## config.mk

```make
export PLATFORM = sky130hd
export DESIGN_NAME = crc_ctrl
export DESIGN_NICKNAME = d
export VERILOG_FILES = /design/src/hdl/crc_pkg.sv /design/src/hdl/crc_ctrl.sv
export SDC_FILE = /design/constraint.sdc
export NUM_CORES = 1
export LEC_CHECK = 0
export ABC_AREA = 1
export BUFFER_PORTS_ARGS = -buffer_cell sky130_fd_sc_hd__buf_4
export CORE_ASPECT_RATIO = 0.75
export CORE_MARGIN = 2
export CORE_UTILIZATION = 45
export DETAILED_ROUTE_END_ITERATION = 10
export PLACE_DENSITY = 0.68
export SLEW_MARGIN = 20
export SYNTH_ARGS = -nofsm -noshare
export SYNTH_HDL_FRONTEND = slang
export SYNTH_SLANG_ARGS = --single-unit
```

## constraint.sdc

```tcl
create_clock -name sys_clk -period 4.35 [get_ports sys_clk]
set_clock_uncertainty 0.1 [all_clocks]
set_input_delay 0.87 -clock sys_clk [delete_from_list [all_inputs] [get_ports sys_clk]]
set_output_delay 0.87 -clock sys_clk [all_outputs]
set_load 0.005 [all_outputs]
```

## src/hdl/crc_pkg.sv

```systemverilog
// constants for the card reader controller
package crc_pkg;
  // register byte offsets
  localparam logic [7:0] REG_CMD = 8'h00;
  localparam logic [7:0] REG_ANSWER = 8'h04;
  localparam logic [7:0] REG_MASK = 8'h08;
  localparam logic [7:0] REG_STATUS = 8'h0C;
  // command word fields
  localparam int CMD_FUNC_LSB = 0;
  localparam int CMD_STATION_LSB = 16;
  localparam int CMD_OP_LSB = 18;
  // host transfer kinds
  typedef enum logic [1:0] {
    OP_FUNC = 2'b00,
    OP_DATA = 2'b01,
    OP_STS1 = 2'b10,
    OP_STS2 = 2'b11
  } crc_op_e;
  // answers of a transfer
  typedef enum logic [1:0] {
    ANS_NONE = 2'b00,
    ANS_REPLY = 2'b01,
    ANS_INT_REJ = 2'b10,
    ANS_EXT_REJ = 2'b11
  } crc_ans_e;
  // stations
  localparam logic [1:0] ST_NONFUNC = 2'h0;
  localparam logic [1:0] ST_READER = 2'h1;
  localparam logic [1:0] ST_AUX = 2'h2;
  localparam logic [1:0] ST_SPARE = 2'h3;
  // function word bits
  localparam int FB_CLR_CTL = 0;
  localparam int FB_CLR_INT = 1;
  localparam int FB_DATA_INT = 2;
  localparam int FB_EOP_INT = 3;
  localparam int FB_ALARM_INT = 4;
  localparam int FB_FEED = 5;
  localparam int FB_OFFSET = 6;
  // level 1 status bits
  localparam int S1_READY = 0;
  localparam int S1_BUSY = 1;
  localparam int S1_INT = 2;
  localparam int S1_DATA = 3;
  localparam int S1_EOP = 4;
  localparam int S1_ALARM = 5;
  localparam int S1_LOST = 6;
  // level 2 status bits
  localparam int S2_LOST = 0;
  // interrupt index in select, pending and mask vectors
  localparam int IX_DATA = 0;
  localparam int IX_EOP = 1;
  localparam int IX_ALARM = 2;
  // card geometry and timing
  localparam logic [6:0] COLUMNS = 7'h50;
  localparam int CLK_PERIOD_NS = 40;
  localparam int COL_PERIOD_US = 1200;
  localparam int COL_CYC = COL_PERIOD_US * 1000 / CLK_PERIOD_NS;
  localparam int FIRST_COL_LIMIT_MS = 40;
  localparam int FIRST_COL_LIMIT_CYC = FIRST_COL_LIMIT_MS * 1000000 / CLK_PERIOD_NS;
  // reset values and axi response codes
  localparam logic [2:0] MASK_RST = 3'h0;
  localparam logic [1:0] AXI_OKAY = 2'h0;
  localparam logic [1:0] AXI_SLVERR = 2'h2;
endpackage : crc_pkg

```

## src/hdl/crc_ctrl.sv

```systemverilog
// card reader controller with host transfer engine behind an axi4-lite slave
`timescale 1ns/10ps
`default_nettype none
module crc_ctrl
  import crc_pkg::*;
#(
  parameter int COL_CYCLES = crc_pkg::COL_CYC
)
(
  input wire logic sys_clk,
  input wire logic reset,
  input wire logic [7:0] s_axi_awaddr,
  input wire logic s_axi_awvalid,
  output logic s_axi_awready,
  input wire logic [31:0] s_axi_wdata,
  input wire logic [3:0] s_axi_wstrb,
  input wire logic s_axi_wvalid,
  output logic s_axi_wready,
  output logic [1:0] s_axi_bresp,
  output logic s_axi_bvalid,
  input wire logic s_axi_bready,
  input wire logic [7:0] s_axi_araddr,
  input wire logic s_axi_arvalid,
  output logic s_axi_arready,
  output logic [31:0] s_axi_rdata,
  output logic [1:0] s_axi_rresp,
  output logic s_axi_rvalid,
  input wire logic s_axi_rready,
  input wire logic [11:0] card_column,
  output logic irq_data,
  output logic irq_eop,
  output logic irq_alarm
);
  import crc_pkg::*;

  typedef enum logic [0:0] {
    RD_IDLE = 1'b0,
    RD_RUN = 1'b1
  } crc_rd_e;

  // ----------------------------------------------------------------
  // axi write channel
  // ----------------------------------------------------------------
  logic aw_have_ff;
  logic w_have_ff;
  logic [7:0] awaddr_ff;
  logic [31:0] wdata_ff;
  logic [3:0] wstrb_ff;
  logic bvalid_ff;
  logic [1:0] bresp_ff;
  logic wr_go;
  logic wr_hit;

  assign s_axi_awready = ~aw_have_ff;
  assign s_axi_wready = ~w_have_ff;
  assign s_axi_bvalid = bvalid_ff;
  assign s_axi_bresp = bresp_ff;
  assign wr_go = aw_have_ff & w_have_ff & ~bvalid_ff;
  assign wr_hit = (awaddr_ff == REG_CMD) | (awaddr_ff == REG_MASK);

  always_ff @(posedge sys_clk)
  begin
    if (reset)
    begin
      aw_have_ff <= 1'b0;
      awaddr_ff <= 8'h00;
    end
    else if (s_axi_awvalid & ~aw_have_ff)
    begin
      aw_have_ff <= 1'b1;
      awaddr_ff <= {s_axi_awaddr[7:2], 2'b00};
    end
    else if (wr_go)
      aw_have_ff <= 1'b0;
  end

  always_ff @(posedge sys_clk)
  begin
    if (reset)
    begin
      w_have_ff <= 1'b0;
      wdata_ff <= 32'h0000_0000;
      wstrb_ff <= 4'h0;
    end
    else if (s_axi_wvalid & ~w_have_ff)
    begin
      w_have_ff <= 1'b1;
      wdata_ff <= s_axi_wdata;
      wstrb_ff <= s_axi_wstrb;
    end
    else if (wr_go)
      w_have_ff <= 1'b0;
  end

  always_ff @(posedge sys_clk)
  begin
    if (reset)
    begin
      bvalid_ff <= 1'b0;
      bresp_ff <= AXI_OKAY;
    end
    else if (wr_go)
    begin
      bvalid_ff <= 1'b1;
      bresp_ff <= wr_hit ? AXI_OKAY : AXI_SLVERR;
    end
    else if (s_axi_bready)
      bvalid_ff <= 1'b0;
  end

  // ----------------------------------------------------------------
  // host transfer decode
  // ----------------------------------------------------------------
  logic exec;
  logic [1:0] station;
  crc_op_e op;
  logic [15:0] fw;
  logic fn_station;
  logic func_ok;
  logic f_clr_ctl;
  logic f_clr_int;
  logic f_feed;
  logic data_in_ok;
  logic [2:0] sel_req;

  assign exec = wr_go & (awaddr_ff == REG_CMD);
  assign station = wdata_ff[CMD_STATION_LSB +: 2];
  assign op = crc_op_e'(wdata_ff[CMD_OP_LSB +: 2]);
  assign fw = wdata_ff[CMD_FUNC_LSB +: 16];
  // only the reader and aux stations take functions
  assign fn_station = (station == ST_READER) | (station == ST_AUX);
  assign func_ok = exec & (op == OP_FUNC) & fn_station;
  assign f_clr_ctl = func_ok & fw[FB_CLR_CTL];
  assign f_clr_int = func_ok & fw[FB_CLR_INT];
  assign f_feed = func_ok & fw[FB_FEED];
  assign sel_req[IX_DATA] = func_ok & fw[FB_DATA_INT];
  assign sel_req[IX_EOP] = func_ok & fw[FB_EOP_INT];
  assign sel_req[IX_ALARM] = func_ok & fw[FB_ALARM_INT];

  // ----------------------------------------------------------------
  // column input synchroniser
  // ----------------------------------------------------------------
  logic [11:0] col_s1_ff;
  logic [11:0] col_s2_ff;
  logic [11:0] col_s3_ff;
  logic [11:0] col_stable_ff;

  always_ff @(posedge sys_clk)
  begin
    if (reset)
    begin
      col_s1_ff <= 12'h000;
      col_s2_ff <= 12'h000;
      col_s3_ff <= 12'h000;
      col_stable_ff <= 12'h000;
    end
    else
    begin
      col_s1_ff <= card_column;
      col_s2_ff <= col_s1_ff;
      col_s3_ff <= col_s2_ff;
      if (col_s2_ff == col_s3_ff)
        col_stable_ff <= col_s3_ff;
    end
  end

  // ----------------------------------------------------------------
  // card transport sequencing
  // ----------------------------------------------------------------
  crc_rd_e rd_ff;
  logic [31:0] timer_ff;
  logic [6:0] col_cnt_ff;
  logic [11:0] col_word_ff;
  logic tick;
  logic col_evt;
  logic end_evt;
  logic busy;

  assign busy = (rd_ff == RD_RUN);
  assign tick = busy & (timer_ff == 32'h0000_0000);
  assign col_evt = tick & (col_cnt_ff != COLUMNS);
  assign end_evt = tick & (col_cnt_ff == COLUMNS);

  always_ff @(posedge sys_clk)
  begin
    if (reset)
    begin
      rd_ff <= RD_IDLE;
      timer_ff <= 32'h0000_0000;
      col_cnt_ff <= 7'h00;
    end
    else
    begin
      unique case (rd_ff)
        RD_IDLE:
        begin
          if (f_feed)
          begin
            rd_ff <= RD_RUN;
            timer_ff <= 32'(COL_CYCLES - 1);
            col_cnt_ff <= 7'h00;
          end
        end
        RD_RUN:
        begin
          if (end_evt)
            rd_ff <= RD_IDLE;
          else if (col_evt)
          begin
            timer_ff <= 32'(COL_CYCLES - 1);
            col_cnt_ff <= col_cnt_ff + 7'h01;
          end
          else
            timer_ff <= timer_ff - 32'h0000_0001;
        end
      endcase
    end
  end

  always_ff @(posedge sys_clk)
  begin
    if (reset)
      col_word_ff <= 12'h000;
    else if (col_evt)
      col_word_ff <= col_stable_ff;
  end

  // ----------------------------------------------------------------
  // status flags
  // ----------------------------------------------------------------
  logic data_ff;
  logic eop_ff;
  logic lost_ff;
  logic [2:0] sel_ff;
  logic eop_pend_ff;
  logic alarm_pend_ff;
  logic [2:0] pend;
  logic [2:0] mask_ff;
  logic [15:0] sts1;
  logic [15:0] sts2;

  assign data_in_ok = exec & (op == OP_DATA) & (station == ST_READER) & busy & data_ff;

  always_ff @(posedge sys_clk)
  begin
    if (reset)
      data_ff <= 1'b1;
    else if (col_evt)
      data_ff <= 1'b1;
    else if (f_feed & ~busy)
      data_ff <= 1'b0;
    else if (data_in_ok)
      data_ff <= 1'b0;
    else if (f_clr_ctl)
      data_ff <= ~(eop_ff | busy);
  end

  always_ff @(posedge sys_clk)
  begin
    if (reset)
      eop_ff <= 1'b0;
    else if (end_evt)
      eop_ff <= 1'b1;
    else if (f_feed & ~busy)
      eop_ff <= 1'b0;
  end

  // lost data doubles as the alarm condition
  always_ff @(posedge sys_clk)
  begin
    if (reset)
      lost_ff <= 1'b0;
    else if (col_evt & data_ff)
      lost_ff <= 1'b1;
    else if (f_clr_ctl | (f_feed & ~busy))
      lost_ff <= 1'b0;
  end

  always_ff @(posedge sys_clk)
  begin
    if (reset)
      sel_ff <= 3'h0;
    else if (f_clr_ctl | f_clr_int)
      sel_ff <= sel_req;
    else
      sel_ff <= sel_ff | sel_req;
  end

  always_ff @(posedge sys_clk)
  begin
    if (reset)
      eop_pend_ff <= 1'b0;
    else if (end_evt & sel_ff[IX_EOP])
      eop_pend_ff <= 1'b1;
    else if (f_clr_ctl | f_clr_int)
      eop_pend_ff <= 1'b0;
  end

  always_ff @(posedge sys_clk)
  begin
    if (reset)
      alarm_pend_ff <= 1'b0;
    else if (col_evt & data_ff & sel_ff[IX_ALARM])
      alarm_pend_ff <= 1'b1;
    else if (f_clr_ctl | f_clr_int)
      alarm_pend_ff <= 1'b0;
  end

  // data interrupt follows the data flag, set by each column and also by reset and by clear control while idle with no end of operation flagged
  assign pend[IX_DATA] = sel_ff[IX_DATA] & data_ff;
  assign pend[IX_EOP] = eop_pend_ff;
  assign pend[IX_ALARM] = alarm_pend_ff;

  always_comb
  begin
    sts1 = 16'h0000;
    sts1[S1_READY] = 1'b1;
    sts1[S1_BUSY] = busy;
    sts1[S1_INT] = |pend;
    sts1[S1_DATA] = data_ff;
    sts1[S1_EOP] = eop_ff;
    sts1[S1_ALARM] = lost_ff;
    sts1[S1_LOST] = lost_ff;
    sts2 = 16'h0000;
    sts2[S2_LOST] = lost_ff;
  end

  // ----------------------------------------------------------------
  // interrupt lines
  // ----------------------------------------------------------------
  always_ff @(posedge sys_clk)
  begin
    if (reset)
      mask_ff <= MASK_RST;
    else if (wr_go & (awaddr_ff == REG_MASK) & wstrb_ff[0])
      mask_ff <= wdata_ff[2:0];
  end

  always_ff @(posedge sys_clk)
  begin
    if (reset)
    begin
      irq_data <= 1'b0;
      irq_eop <= 1'b0;
      irq_alarm <= 1'b0;
    end
    else
    begin
      irq_data <= pend[IX_DATA] & mask_ff[IX_DATA];
      irq_eop <= pend[IX_EOP] & mask_ff[IX_EOP];
      irq_alarm <= pend[IX_ALARM] & mask_ff[IX_ALARM];
    end
  end

  // ----------------------------------------------------------------
  // transfer answer
  // ----------------------------------------------------------------
  crc_ans_e ans_ff;
  logic [15:0] ans_word_ff;

  always_ff @(posedge sys_clk)
  begin
    if (reset)
    begin
      ans_ff <= ANS_NONE;
      ans_word_ff <= 16'h0000;
    end
    else if (exec)
    begin
      ans_word_ff <= 16'h0000;
      unique case (op)
        OP_FUNC:
          ans_ff <= fn_station ? ANS_REPLY : ANS_INT_REJ;
        OP_DATA:
        begin
          if (station != ST_READER)
            ans_ff <= ANS_INT_REJ;
          else if (data_in_ok)
          begin
            ans_ff <= ANS_REPLY;
            ans_word_ff <= {4'h0, col_word_ff};
          end
          else
            ans_ff <= ANS_EXT_REJ;
        end
        OP_STS1:
        begin
          ans_ff <= ANS_REPLY;
          ans_word_ff <= sts1;
        end
        OP_STS2:
        begin
          ans_ff <= ANS_REPLY;
          ans_word_ff <= sts2;
        end
      endcase
    end
  end

  // ----------------------------------------------------------------
  // axi read channel
  // ----------------------------------------------------------------
  logic rvalid_ff;
  logic [31:0] rdata_ff;
  logic [1:0] rresp_ff;
  logic [7:0] raddr;

  assign s_axi_arready = ~rvalid_ff;
  assign s_axi_rvalid = rvalid_ff;
  assign s_axi_rdata = rdata_ff;
  assign s_axi_rresp = rresp_ff;
  assign raddr = {s_axi_araddr[7:2], 2'b00};

  always_ff @(posedge sys_clk)
  begin
    if (reset)
    begin
      rvalid_ff <= 1'b0;
      rdata_ff <= 32'h0000_0000;
      rresp_ff <= AXI_OKAY;
    end
    else if (s_axi_arvalid & ~rvalid_ff)
    begin
      rvalid_ff <= 1'b1;
      rresp_ff <= AXI_OKAY;
      rdata_ff <= 32'h0000_0000;
      if (raddr == REG_CMD)
        rdata_ff <= {12'h000, wdata_ff[19:0]};
      else if (raddr == REG_ANSWER)
        rdata_ff <= {ans_word_ff, 14'h0000, ans_ff};
      else if (raddr == REG_MASK)
        rdata_ff <= {29'h0000_0000, mask_ff};
      else if (raddr == REG_STATUS)
        rdata_ff <= {16'h0000, sts1};
      else
        rresp_ff <= AXI_SLVERR;
    end
    else if (s_axi_rready)
      rvalid_ff <= 1'b0;
  end
endmodule : crc_ctrl
`default_nettype wire

```

* After elaboration in Yosys (flattened, before gate mapping)
Cells that the tools add are included.
** Word-level totals
- Logic and storage cells :: 154
- Register bits after elaboration :: 199
- RAM bits :: 0
- Output and inout port bits :: 44
- Latch bits :: 0
- Bits in read-only memories :: 0
- Bits of input ports :: 71
- Memories kept :: 0
** Operators by class
- Bitwise logic cells :: 43
- Equality and inequality tests :: 16
- Muxes and demuxes :: 45
- Reductions and logical operators :: 18
- Shift-type cells :: 0
- Add/sub/neg operators :: 2
- Multiply operators :: 0
- Div/mod/pow operators :: 0
- Order comparisons :: 0
** Operators with widths (count)
- 32-bit two-way mux :: 5
- 32-bit case mux with 2 select lines :: 1
- 12-bit case mux with 3 select lines :: 1
- 7-bit two-way mux :: 5
- 32-bit logical NOT :: 1
- 32-bit by 1-bit subtractor with 32-bit output (second input constant) :: 1
- 1-bit AND :: 31
- 12-bit two-way mux :: 2
- 1-bit two-way mux :: 19
- 6-bit by 2-bit == test with 1-bit output (second input constant) :: 3
- 8-bit logical NOT :: 2
- 2-bit two-way mux :: 8
- 2-bit nonzero test :: 8
- 7-bit case mux with 2 select lines :: 1
- 12-bit == test :: 1
- 7-bit by 1-bit adder with 7-bit output (second input constant) :: 1
- 7-bit == test (second input constant) :: 1
- 7-bit inequality test (second input constant) :: 1
- 2-bit == test (second input constant) :: 3
- 6-bit by 1-bit == test with 1-bit output (second input constant) :: 1
- 1-bit NOT :: 6
- 2-bit case mux with 3 select lines :: 1
- 1-bit bitwise OR :: 5
- 2-bit by 1-bit == test with 1-bit output (second input constant) :: 2
- 11 further kinds :: 14

* Longest topological paths before layout
Gate-level depths: netlist of the first run.
- Word-level depth :: 10
- Gate-level depth with buffers :: 12

* Worst setup path after synthesis of the first run
No wires, ideal clock.
- Kind :: input to register
- Start point :: input s_axi_araddr[5]
- End point :: register rdata_ff[2] (netlist: s_axi_rdata[2])
- Data arrival time :: 1851 ps
- Required time :: 4180 ps
- Stages on the path :: 8
- Path slack :: 2329 ps
- Cell sequence :: nor2_1 -> nand2_1 -> nor2_1 -> nand2_1 -> inv_1 -> clkbuf_1 -> a21oi_1 -> a21oi_1
** On the way
- Cells in the longest elaborated chain, start to end :: 5
** Ends and longest elaborated chain
- from (decl) :: RTL line crc_ctrl.sv:22 : input wire logic [7:0] s_axi_araddr,
- 6-bit by 2-bit == test with 1-bit output :: RTL line crc_ctrl.sv:433 : else if (raddr == REG_STATUS)
- 7-bit two-way mux :: RTL line crc_ctrl.sv:433
- 7-bit two-way mux :: RTL line crc_ctrl.sv:431 : else if (raddr == REG_MASK)
- 32-bit two-way mux :: RTL line crc_ctrl.sv:429 : else if (raddr == REG_ANSWER)
- 32-bit two-way mux (*) :: RTL line crc_ctrl.sv:427 : if (raddr == REG_CMD)
- to (signal assigned) :: RTL line crc_ctrl.sv:428 : rdata_ff <= {12'h000, wdata_ff[19:0]};
- to (signal assigned) :: RTL line crc_ctrl.sv:430 : rdata_ff <= {ans_word_ff, 14'h0000, ans_ff};
- to (signal assigned) :: RTL line crc_ctrl.sv:432 : rdata_ff <= {29'h0000_0000, mask_ff};
- to (decl) :: RTL line crc_ctrl.sv:404 : logic [31:0] rdata_ff;
Mark *: on every way between the ends. The rest lies on a longest branch, timed or not.
A chain may end at the register's enable or synchronous reset.

* Final worst setup path of the first run
- Start point :: register wdata_ff[17]
- End point :: register timer_ff[30]
** On the way
- Cells in the longest elaborated chain, start to end :: 6
** Ends and longest elaborated chain
- from (decl) :: RTL line crc_ctrl.sv:47 : logic [31:0] wdata_ff;
- from (signal assigned) :: RTL line crc_ctrl.sv:88 : wdata_ff <= s_axi_wdata;
- 2-bit by 1-bit == test with 1-bit output or 2-bit == test (tied branches) :: RTL line crc_ctrl.sv:131 : assign fn_station = (station == ST_READER) | (station == ST_AUX);
- 1-bit bitwise OR (*) :: RTL line crc_ctrl.sv:131
- 1-bit AND (*) :: RTL line crc_ctrl.sv:132 : assign func_ok = exec & (op == OP_FUNC) & fn_station;
- 1-bit AND (*) :: RTL line crc_ctrl.sv:135 : assign f_feed = func_ok & fw[FB_FEED];
- 2-bit inequality test (no line) (*)
- 2-bit AND reduction (no line) (*)
- to (signal assigned) :: RTL line crc_ctrl.sv:200 : timer_ff <= 32'(COL_CYCLES - 1);
- to (signal assigned) :: RTL line crc_ctrl.sv:210 : timer_ff <= 32'(COL_CYCLES - 1);
- to (signal assigned) :: RTL line crc_ctrl.sv:214 : timer_ff <= timer_ff - 32'h0000_0001;
- to (decl) :: RTL line crc_ctrl.sv:171 : logic [31:0] timer_ff;
Marked as above.

==> results of run 1 <==
## per-stage QoR
step / utilization / worst slack, ns / instances
after detailed placement: 0.507 / 1.64 / 1442
after global placement: 0.507 / 1.69 / 1442
final: 0.540 / 1.62 / 1474
after CTS: 0.540 / 1.61 / 1474
after global routing: 0.540 / 1.40 / 1474
after floorplan: - / 2.33 / 1157
## cell families (layout without fill, tap and decap cells)
logic type / Yosys count / in the layout / synth area share
AO/OA/AOI/OAI: 192 / 192 / 0.124
XOR/XNOR: 20 / 20 / 0.0212
adder cells (fa/ha/maj): 5 / 5 / 0.00758
buffers and inverters: 187 / 262 / 0.0925
flip-flops: 189 / 189 / 0.459
other: 1 / 6 / 0.000455
AND/OR/NAND/NOR: 558 / 558 / 0.295
## layer usage
| metal | share of wire | routed length, um | up-vias | track usage |
|---|---|---|---|---|
| met5 | 0 | 0 | - | 0 |
| met4 | 0.0089 | 176 | 0 | 0.0557 |
| met3 | 0.054 | 1070 | 14 | 0.0468 |
| met2 | 0.41 | 8020 | 182 | 0.289 |
| met1 | 0.53 | 10400 | 3348 | 0.319 |
| li1 | - | - | 3793 | - |
## area by class of cell
class,instances,area share
multi-input cells,781,0.387
flip-flops and latches,189,0.393
inverters,136,0.0533
clock buffers,17,0.0442
repair buffers,94,0.0733
well taps,242,0.0315
clock inverters,15,0.0177
## power by group through the flow
stage | clock [W] | sequential [W] | combinational [W]
finish | 0.00156 | 0.00183 | 0.000294
global route | 0.00166 | 0.00184 | 0.000335
CTS | 0.00159 | 0.00183 | 0.000294
detailed placement | 0 | 0.00187 | 0.000292
global placement | 0 | 0.00187 | 0.000288
floorplan | 0 | 0.00186 | 0.000186
## worst max-delay path: stages (launching register included)
cell and delay (ns):
sky130_fd_sc_hd__dfxtp_1 0.31, sky130_fd_sc_hd__inv_1 0.05, sky130_fd_sc_hd__ha_1 0.29, sky130_fd_sc_hd__nor2_1 0.17, sky130_fd_sc_hd__nand4_1 0.17, sky130_fd_sc_hd__nand2_2 0.47, sky130_fd_sc_hd__nand2_4 0.35, sky130_fd_sc_hd__inv_4 0.33
sky130_fd_sc_hd__nand2_4 0.13, sky130_fd_sc_hd__nand2_4 0.15, sky130_fd_sc_hd__nor2_1 0.07
## how the worst min path moves through the flow
stage | to | cells past startpoint | slack, ns
after floorplan | col_s2_ff[0] | 2 | 0.29
after detailed placement | col_s2_ff[5] | 2 | 0.30
final | col_s2_ff[5] | 2 | 0.30
after CTS | col_s2_ff[5] | 2 | 0.31
after global routing | col_s2_ff[5] | 2 | 0.32
after global placement | col_s2_ff[3] | 2 | 0.29
## placed cells by master (no fill, tap or decap), types with 6 or more instances in the layout
master                      count
sky130_fd_sc_hd__nand2_1      193
sky130_fd_sc_hd__nor2_2        11
sky130_fd_sc_hd__a21oi_1       77
sky130_fd_sc_hd__xor2_1        10
sky130_fd_sc_hd__nor2_1       224
sky130_fd_sc_hd__nor3_1        23
sky130_fd_sc_hd__dfxtp_1      189
sky130_fd_sc_hd__inv_1        127
sky130_fd_sc_hd__clkbuf_16     17
sky130_fd_sc_hd__nand3_1       52
sky130_fd_sc_hd__inv_2          7
sky130_fd_sc_hd__nand4_1       22
sky130_fd_sc_hd__buf_4         94
sky130_fd_sc_hd__xnor2_1       10
sky130_fd_sc_hd__nor2_4         6
sky130_fd_sc_hd__o21ai_0       94
sky130_fd_sc_hd__conb_1         6
sky130_fd_sc_hd__nand3b_1      10
## sequential cells by signal (all words and copies together), names as in the netlist, 6 cells and up
| name | count |
|---|---|
| ans_word_ff | 12 |
| awaddr_ff | 6 |
| col_cnt_ff | 7 |
| col_s1_ff | 12 |
| col_s2_ff | 12 |
| col_s3_ff | 12 |
| col_stable_ff | 12 |
| col_word_ff | 12 |
| s_axi_rdata | 28 |
| timer_ff | 32 |
| wdata_ff | 20 |
==> impl_metrics.sql, run 1 <==
INSERT INTO impl_metrics (metric_group, metric, value, unit) VALUES
('sta', 'hold-worst-slack', '0.303', 'ns'),
('worst_setup_path', 'setup.worst_path.end_class', 'register', ''),
('worst_setup_path', 'setup.worst_path.start', 'wdata_ff[17]', ''),
('grt', 'vias_in_the_first_global_route', '6432', ''),
('clock_tree', 'max-clock-path-buffers', '2', ''),
('layout', 'syn_to_final_growth', '16.6', '%'),
('detailed_routing', 'first_pass_iters', '7', ''),
('worst_setup_path', 'critical_path.reg2reg.startpoint', 'wdata_ff[17]', ''),
('sta', 'grt_setup_unrepaired', 'false', ''),
('detailed_routing', 'detail_route.wirelength', '19700', 'um'),
('status', 'run_status', 'completed', ''),
('worst_setup_path', 'r2r_slack', '1.62', 'ns'),
('worst_setup_path', 'criticalPathCategory', 'reg2reg', ''),
('yosys', 'synth.top_cells.by_count', '224 x sky130_fd_sc_hd__nor2_1, 193 x sky130_fd_sc_hd__nand2_1, 189 x sky130_fd_sc_hd__dfxtp_1, 128 x sky130_fd_sc_hd__inv_1, 94 x sky130_fd_sc_hd__o21ai_0', ''),
('yosys', 'synth.most_common_cell', 'sky130_fd_sc_hd__nor2_1', ''),
('layout', 'final_layout_size_suffix_gt1_frac', '0.134', ''),
('sta', 'worst_pin_slew', '0.977', 'ns'),
('power', 'seqPwrFrac', '0.497', ''),
('yosys', 'ys_dominant_reg_cell', 'sky130_fd_sc_hd__dfxtp_1', ''),
('clock_tree', 'cts-buffers-inserted', '17', ''),
('worst_setup_path', 'r2r_end', 'timer_ff[30]', ''),
('power', 'p_int', '0.00273', 'W'),
('clock_tree', 'path_clk_slew', '0.07', 'ns'),
('worst_setup_path', 'setup.worst_path.start_class', 'register', ''),
('placed_design', 'detailed_place.area', '9030', 'sq um'),
('hold_path', 'class_of_the_tightest_hold_or_removal_check', 'reg2reg', ''),
('power', 'cellPowerDensity', '384', 'nW/um^2'),
('sta', 'setup_viol', '0', ''),
('floorplan', 'boundaryPins', '115', ''),
('placed_design', 'place.port_buffers', '89', ''),
('sta', 'timing.slew.headroom', '0.348', ''),
('layout', 'multi_input_comb_area', '3720', 'sq um'),
('power', 'power.switching', '0.000956', 'W'),
('clock_tree', 'setup_buffers_after_cts', '0', ''),
('power', 'vdd.ir_drop.worst', '0.258', 'mV'),
('grt', 'grtUsageTotal', '0.208', ''),
('sta', 'fin_setup_tns', '0', 'ns'),
('detailed_routing', 'drc_errors', '0', ''),
('clock_tree', 'clock_latency', '0.43', 'ns'),
('yosys', 'async_set_reset_flop_share_out_of_synthesis', '0', ''),
('floorplan', 'initial_utilization', '0.463', ''),
('yosys', 'synth.yosys.seq_area_share', '0.459', ''),
('sta', 'fin_crit_sh', '0.627', ''),
('detailed_routing', 'post_drt_via_cell_ratio', '4.98', ''),
('layout', 'layout.area.seq', '3780', 'sq um'),
('yosys', 'yosysWarnings', '0', ''),
('floorplan', 'die_width', '160', 'um'),
('detailed_routing', 'drt.antenna.violating_nets', '0', ''),
('grt', 'grt_first_pass_wirelength', '32500', 'um'),
('floorplan', 'floorplan.die_area', '19400', 'sq um'),
('sta', 'slew_viol_final', '0', ''),
('clock_tree', 'ctsResizeCount', '0', ''),
('layout', 'post-route-cell-area', '9620', 'sq um'),
('worst_setup_path', 'path_max_fanout', '33', ''),
('clock_tree', 'ctsHoldBuffers', '0', ''),
('detailed_routing', 'first_iter_violations', '569', ''),
('yosys', 'post_synth_instance_area', '8250', 'sq um'),
('placed_design', 'dp.final_hpwl', '13700', 'um'),
('sta', 'final_hold_vios', '0', ''),
('worst_setup_path', 'timing.critical_path.required', '4.57', 'ns'),
('power', 'p_sw_frac', '0.259', ''),
('power', 'combPwrFrac', '0.080', ''),
('sta', 'final.min_clock_period', '2.73', 'ns'),
('yosys', 'netlist_top_cells_area', 'sky130_fd_sc_hd__dfxtp_1 46%, sky130_fd_sc_hd__nor2_1 10%, sky130_fd_sc_hd__nand2_1 8.8%', ''),
('yosys', 'synth.distinct_cells', '43', ''),
('floorplan', 'fp-row-count', '42', ''),
('sta', 'fmax', '367', 'MHz'),
('grt', 'grt_max_degree', '89', ''),
('clock_tree', 'tritoncts', 'done', ''),
('hold_path', 'startpoint_of_the_most_critical_hold_path', 'col_s1_ff[5]', ''),
('yosys', 'netlist.top_cell.by_area', 'sky130_fd_sc_hd__dfxtp_1', '');
No activity file was read; power rests on OpenSTA's default activity.
==> run 2: changes to the inputs <==
==> constraint.sdc (replaced) <==
create_clock -name sys_clk -period 2.61 [get_ports sys_clk]
set_clock_uncertainty 0.1 [all_clocks]
set_input_delay 0.522 -clock sys_clk [delete_from_list [all_inputs] [get_ports sys_clk]]
set_output_delay 0.522 -clock sys_clk [all_outputs]
set_load 0.005 [all_outputs]
==> impl_metrics.sql, run 2 (same netlist as run 1, synthesis figures left out) <==
INSERT INTO impl_metrics (metric_group, metric, value, unit) VALUES
('status', 'run_status', 'completed', ''),
('layout', 'post-route-cell-area', '9750', 'sq um'),
('placed_design', 'gp_congestion', '0.878', ''),
('detailed_routing', 'post_drt_via_cell_ratio', '4.95', ''),
('grt', 'grt_first_pass_wirelength', '32000', 'um'),
('layout', 'multi_input_comb_area', '3720', 'sq um'),
('worst_setup_path', 'worstPathCellList', 'inv_1 > ha_1 > nor2_1 > nand4_1 > nand2_2 > nand2_4 > inv_4 > nand2_4 > nand2_4 > nor2_1', ''),
('detailed_routing', 'first_iter_violations', '649', ''),
('sta', 'fmax', '456', 'MHz'),
('clock_tree', 'cts.sink_count', '189', ''),
('layout', 'mostFrequentLayoutCell', 'sky130_fd_sc_hd__nor2_1', ''),
('sta', 'fin_setup_tns', '0', 'ns'),
('grt', 'grt_max_degree', '42', ''),
('detailed_routing', 'wire_per_inst', '13.2', 'um'),
('placed_design', 'place.port_buffers', '89', ''),
('hold_path', 'class_of_the_tightest_hold_or_removal_check', 'in2reg', ''),
('layout', 'antennaDiodeCount', '0', ''),
('sta', 'fin_crit_sh', '0.841', ''),
('power', 'p_sw_frac', '0.256', ''),
('clock_tree', 'cts-buffers-inserted', '17', ''),
('layout', 'largest_reg_flops', '32', ''),
('layout', 'mostFrequentLayoutCells', '224 x sky130_fd_sc_hd__nor2_1, 193 x sky130_fd_sc_hd__nand2_1, 189 x sky130_fd_sc_hd__dfxtp_1, 127 x sky130_fd_sc_hd__inv_1, 101 x sky130_fd_sc_hd__buf_4', ''),
('clock_tree', 'max-clock-path-buffers', '2', ''),
('sta', 'post_route_worst_setup_slack', '0.415', 'ns'),
('sta', 'final_hold_vios', '0', ''),
('layout', 'final_layout_size_suffix_gt1_frac', '0.140', ''),
('sta', 'final.min_clock_period', '2.20', 'ns'),
('clock_tree', 'clock_latency', '0.43', 'ns'),
('sta', 'grt_setup_unrepaired', 'false', ''),
('clock_tree', 'setup_buffers_after_cts', '0', ''),
('floorplan', 'die_width', '160', 'um'),
('layout', 'design.final.nets', '1304', ''),
('floorplan', 'fp.dieH', '121', 'um'),
('power', 'cellPowerDensity', '643', 'nW/um^2'),
('power', 'vdd.ir_drop.worst', '0.438', 'mV'),
('clock_tree', 'cts_root_buf', 'sky130_fd_sc_hd__clkbuf_16', ''),
('sta', 'worst_pin_slew', '0.857', 'ns'),
('detailed_routing', 'detail_route.wirelength', '19500', 'um'),
('floorplan', 'initial_utilization', '0.463', ''),
('power', 'power.switching', '0.00160', 'W'),
('grt', 'globalRouteOverflowTotal', '0', ''),
('worst_setup_path', 'arrival', '2.42', 'ns'),
('layout', 'syn_to_final_growth', '18.2', '%'),
('placed_design', 'detailed_place.area', '9120', 'sq um'),
('detailed_routing', 'drt.antenna.violating_nets', '0', ''),
('floorplan', 'fp-row-count', '42', ''),
('layout', 'layout.area.seq', '3780', 'sq um'),
('grt', 'antenna_violations_before_repair', '0', ''),
('detailed_routing', 'drc_errors', '0', ''),
('power', 'p_int', '0.00467', 'W'),
('clock_tree', 'tritoncts', 'done', ''),
('layout', 'finish.cell_count_without_fillers', '1483', ''),
('worst_setup_path', 'critical_path.max_stage_delay', '0.31', 'ns'),
('layout', 'max_flop_register', 'timer_ff', ''),
('detailed_routing', 'first_pass_iters', '5', ''),
('clock_tree', 'path_clk_slew', '0.08', 'ns'),
('worst_setup_path', 'crit_top_cell', 'sky130_fd_sc_hd__nand2_4', ''),
('placed_design', 'dp.cells', '1451', ''),
('layout', 'fraction_of_the_core_area_covered_by_cells_at_the_end_of_the_flow', '0.548', ''),
('sta', 'timing.slew.headroom', '0.427', ''),
('worst_setup_path', 'timing.critical_path.required', '2.83', 'ns'),
('worst_setup_path', 'setup.worst_path.end_class', 'register', ''),
('worst_setup_path', 'path_max_fanout', '19', ''),
('layout', 'fill_cells', '1681', ''),
('job', 'cap_violations', '0', ''),
('worst_setup_path', 'setup.worst_path.start_class', 'register', ''),
('power', 'leakage', '4.41', 'nW'),
('power', 'clock_power_share', '0.433', ''),
('floorplan', 'boundaryPins', '115', ''),
('floorplan', 'core_area', '17800', 'sq um'),
('grt', 'vias_in_the_first_global_route', '6391', ''),
('placed_design', 'preCtsSetupSlack', '0.456', 'ns'),
('clock_tree', 'cts-htree-levels', '4', ''),
('detailed_routing', 'vias', '7336', ''),
('grt', 'grtUsageTotal', '0.205', ''),
('floorplan', 'floorplan.die_area', '19400', 'sq um'),
('worst_setup_path', 'criticalPathCategory', 'reg2reg', ''),
('clock_tree', 'ctsResizeCount', '0', ''),
('power', 'seqPwrFrac', '0.488', ''),
('placed_design', 'dp.final_hpwl', '13900', 'um'),
('clock_tree', 'ctsHoldBuffers', '0', ''),
('sta', 'slew_viol_final', '0', ''),
('sta', 'setup_viol', '0', ''),
('power', 'combPwrFrac', '0.079', ''),
('worst_setup_path', 'slowest_stage', 'sky130_fd_sc_hd__dfxtp_1', '');
## run 2: power by group through the flow
stage | Sequential (W) | Combinational (W) | Clock [W]
after floorplan | 0.00311 | 0.000310 | 0
after global placement | 0.00312 | 0.000490 | 0
after detailed placement | 0.00312 | 0.000496 | 0
after CTS | 0.00306 | 0.000500 | 0.00277
after global routing | 0.00307 | 0.000567 | 0.00288
final | 0.00306 | 0.000498 | 0.00271
## run 2: worst max-delay path: cells and delay by family (launching register included)
kind,cells,cell delay [ns]
adder cells (fa/ha/maj),1,0.29
buffers and inverters,2,0.31
flip-flops,1,0.31
AND/OR/NAND/NOR,7,1.04
## run 2: final cells by class
class,count,area share
Inverter,136,0.0526
Clock inverter,15,0.0214
Tap cell,242,0.0310
Multi-Input combinational cell,781,0.382
Timing Repair Buffer,103,0.0818
Clock buffer,17,0.0436
Sequential cell,189,0.388
## run 2: final timing paths
check	start	to	slack, ns	cells past startpoint
worst max-delay path	wdata_ff[17]	timer_ff[29]	0.41	10
worst min-delay path	card_column[6]	col_s1_ff[6]	0.18	3
worst max register to register	wdata_ff[17]	timer_ff[29]	0.41	10
worst min register to register	col_s1_ff[8]	col_s2_ff[8]	0.30	2
## run 2: per-layer routing
metal	up-vias	track usage	wire length [um]
met4	0	0.0619	276
met3	25	0.0342	1170
met1	3276	0.318	10300
met5	-	0	0
met2	219	0.288	7770
li1	3816	-	-
## run 2: through the flow
stage	hold WS, ns	total power (W)
global route	0.185	0.00651
finish	0.184	0.00627
CTS	0.169	0.00632
global placement	0.292	0.00361
floorplan	0.288	0.00342
detailed placement	0.293	0.00362
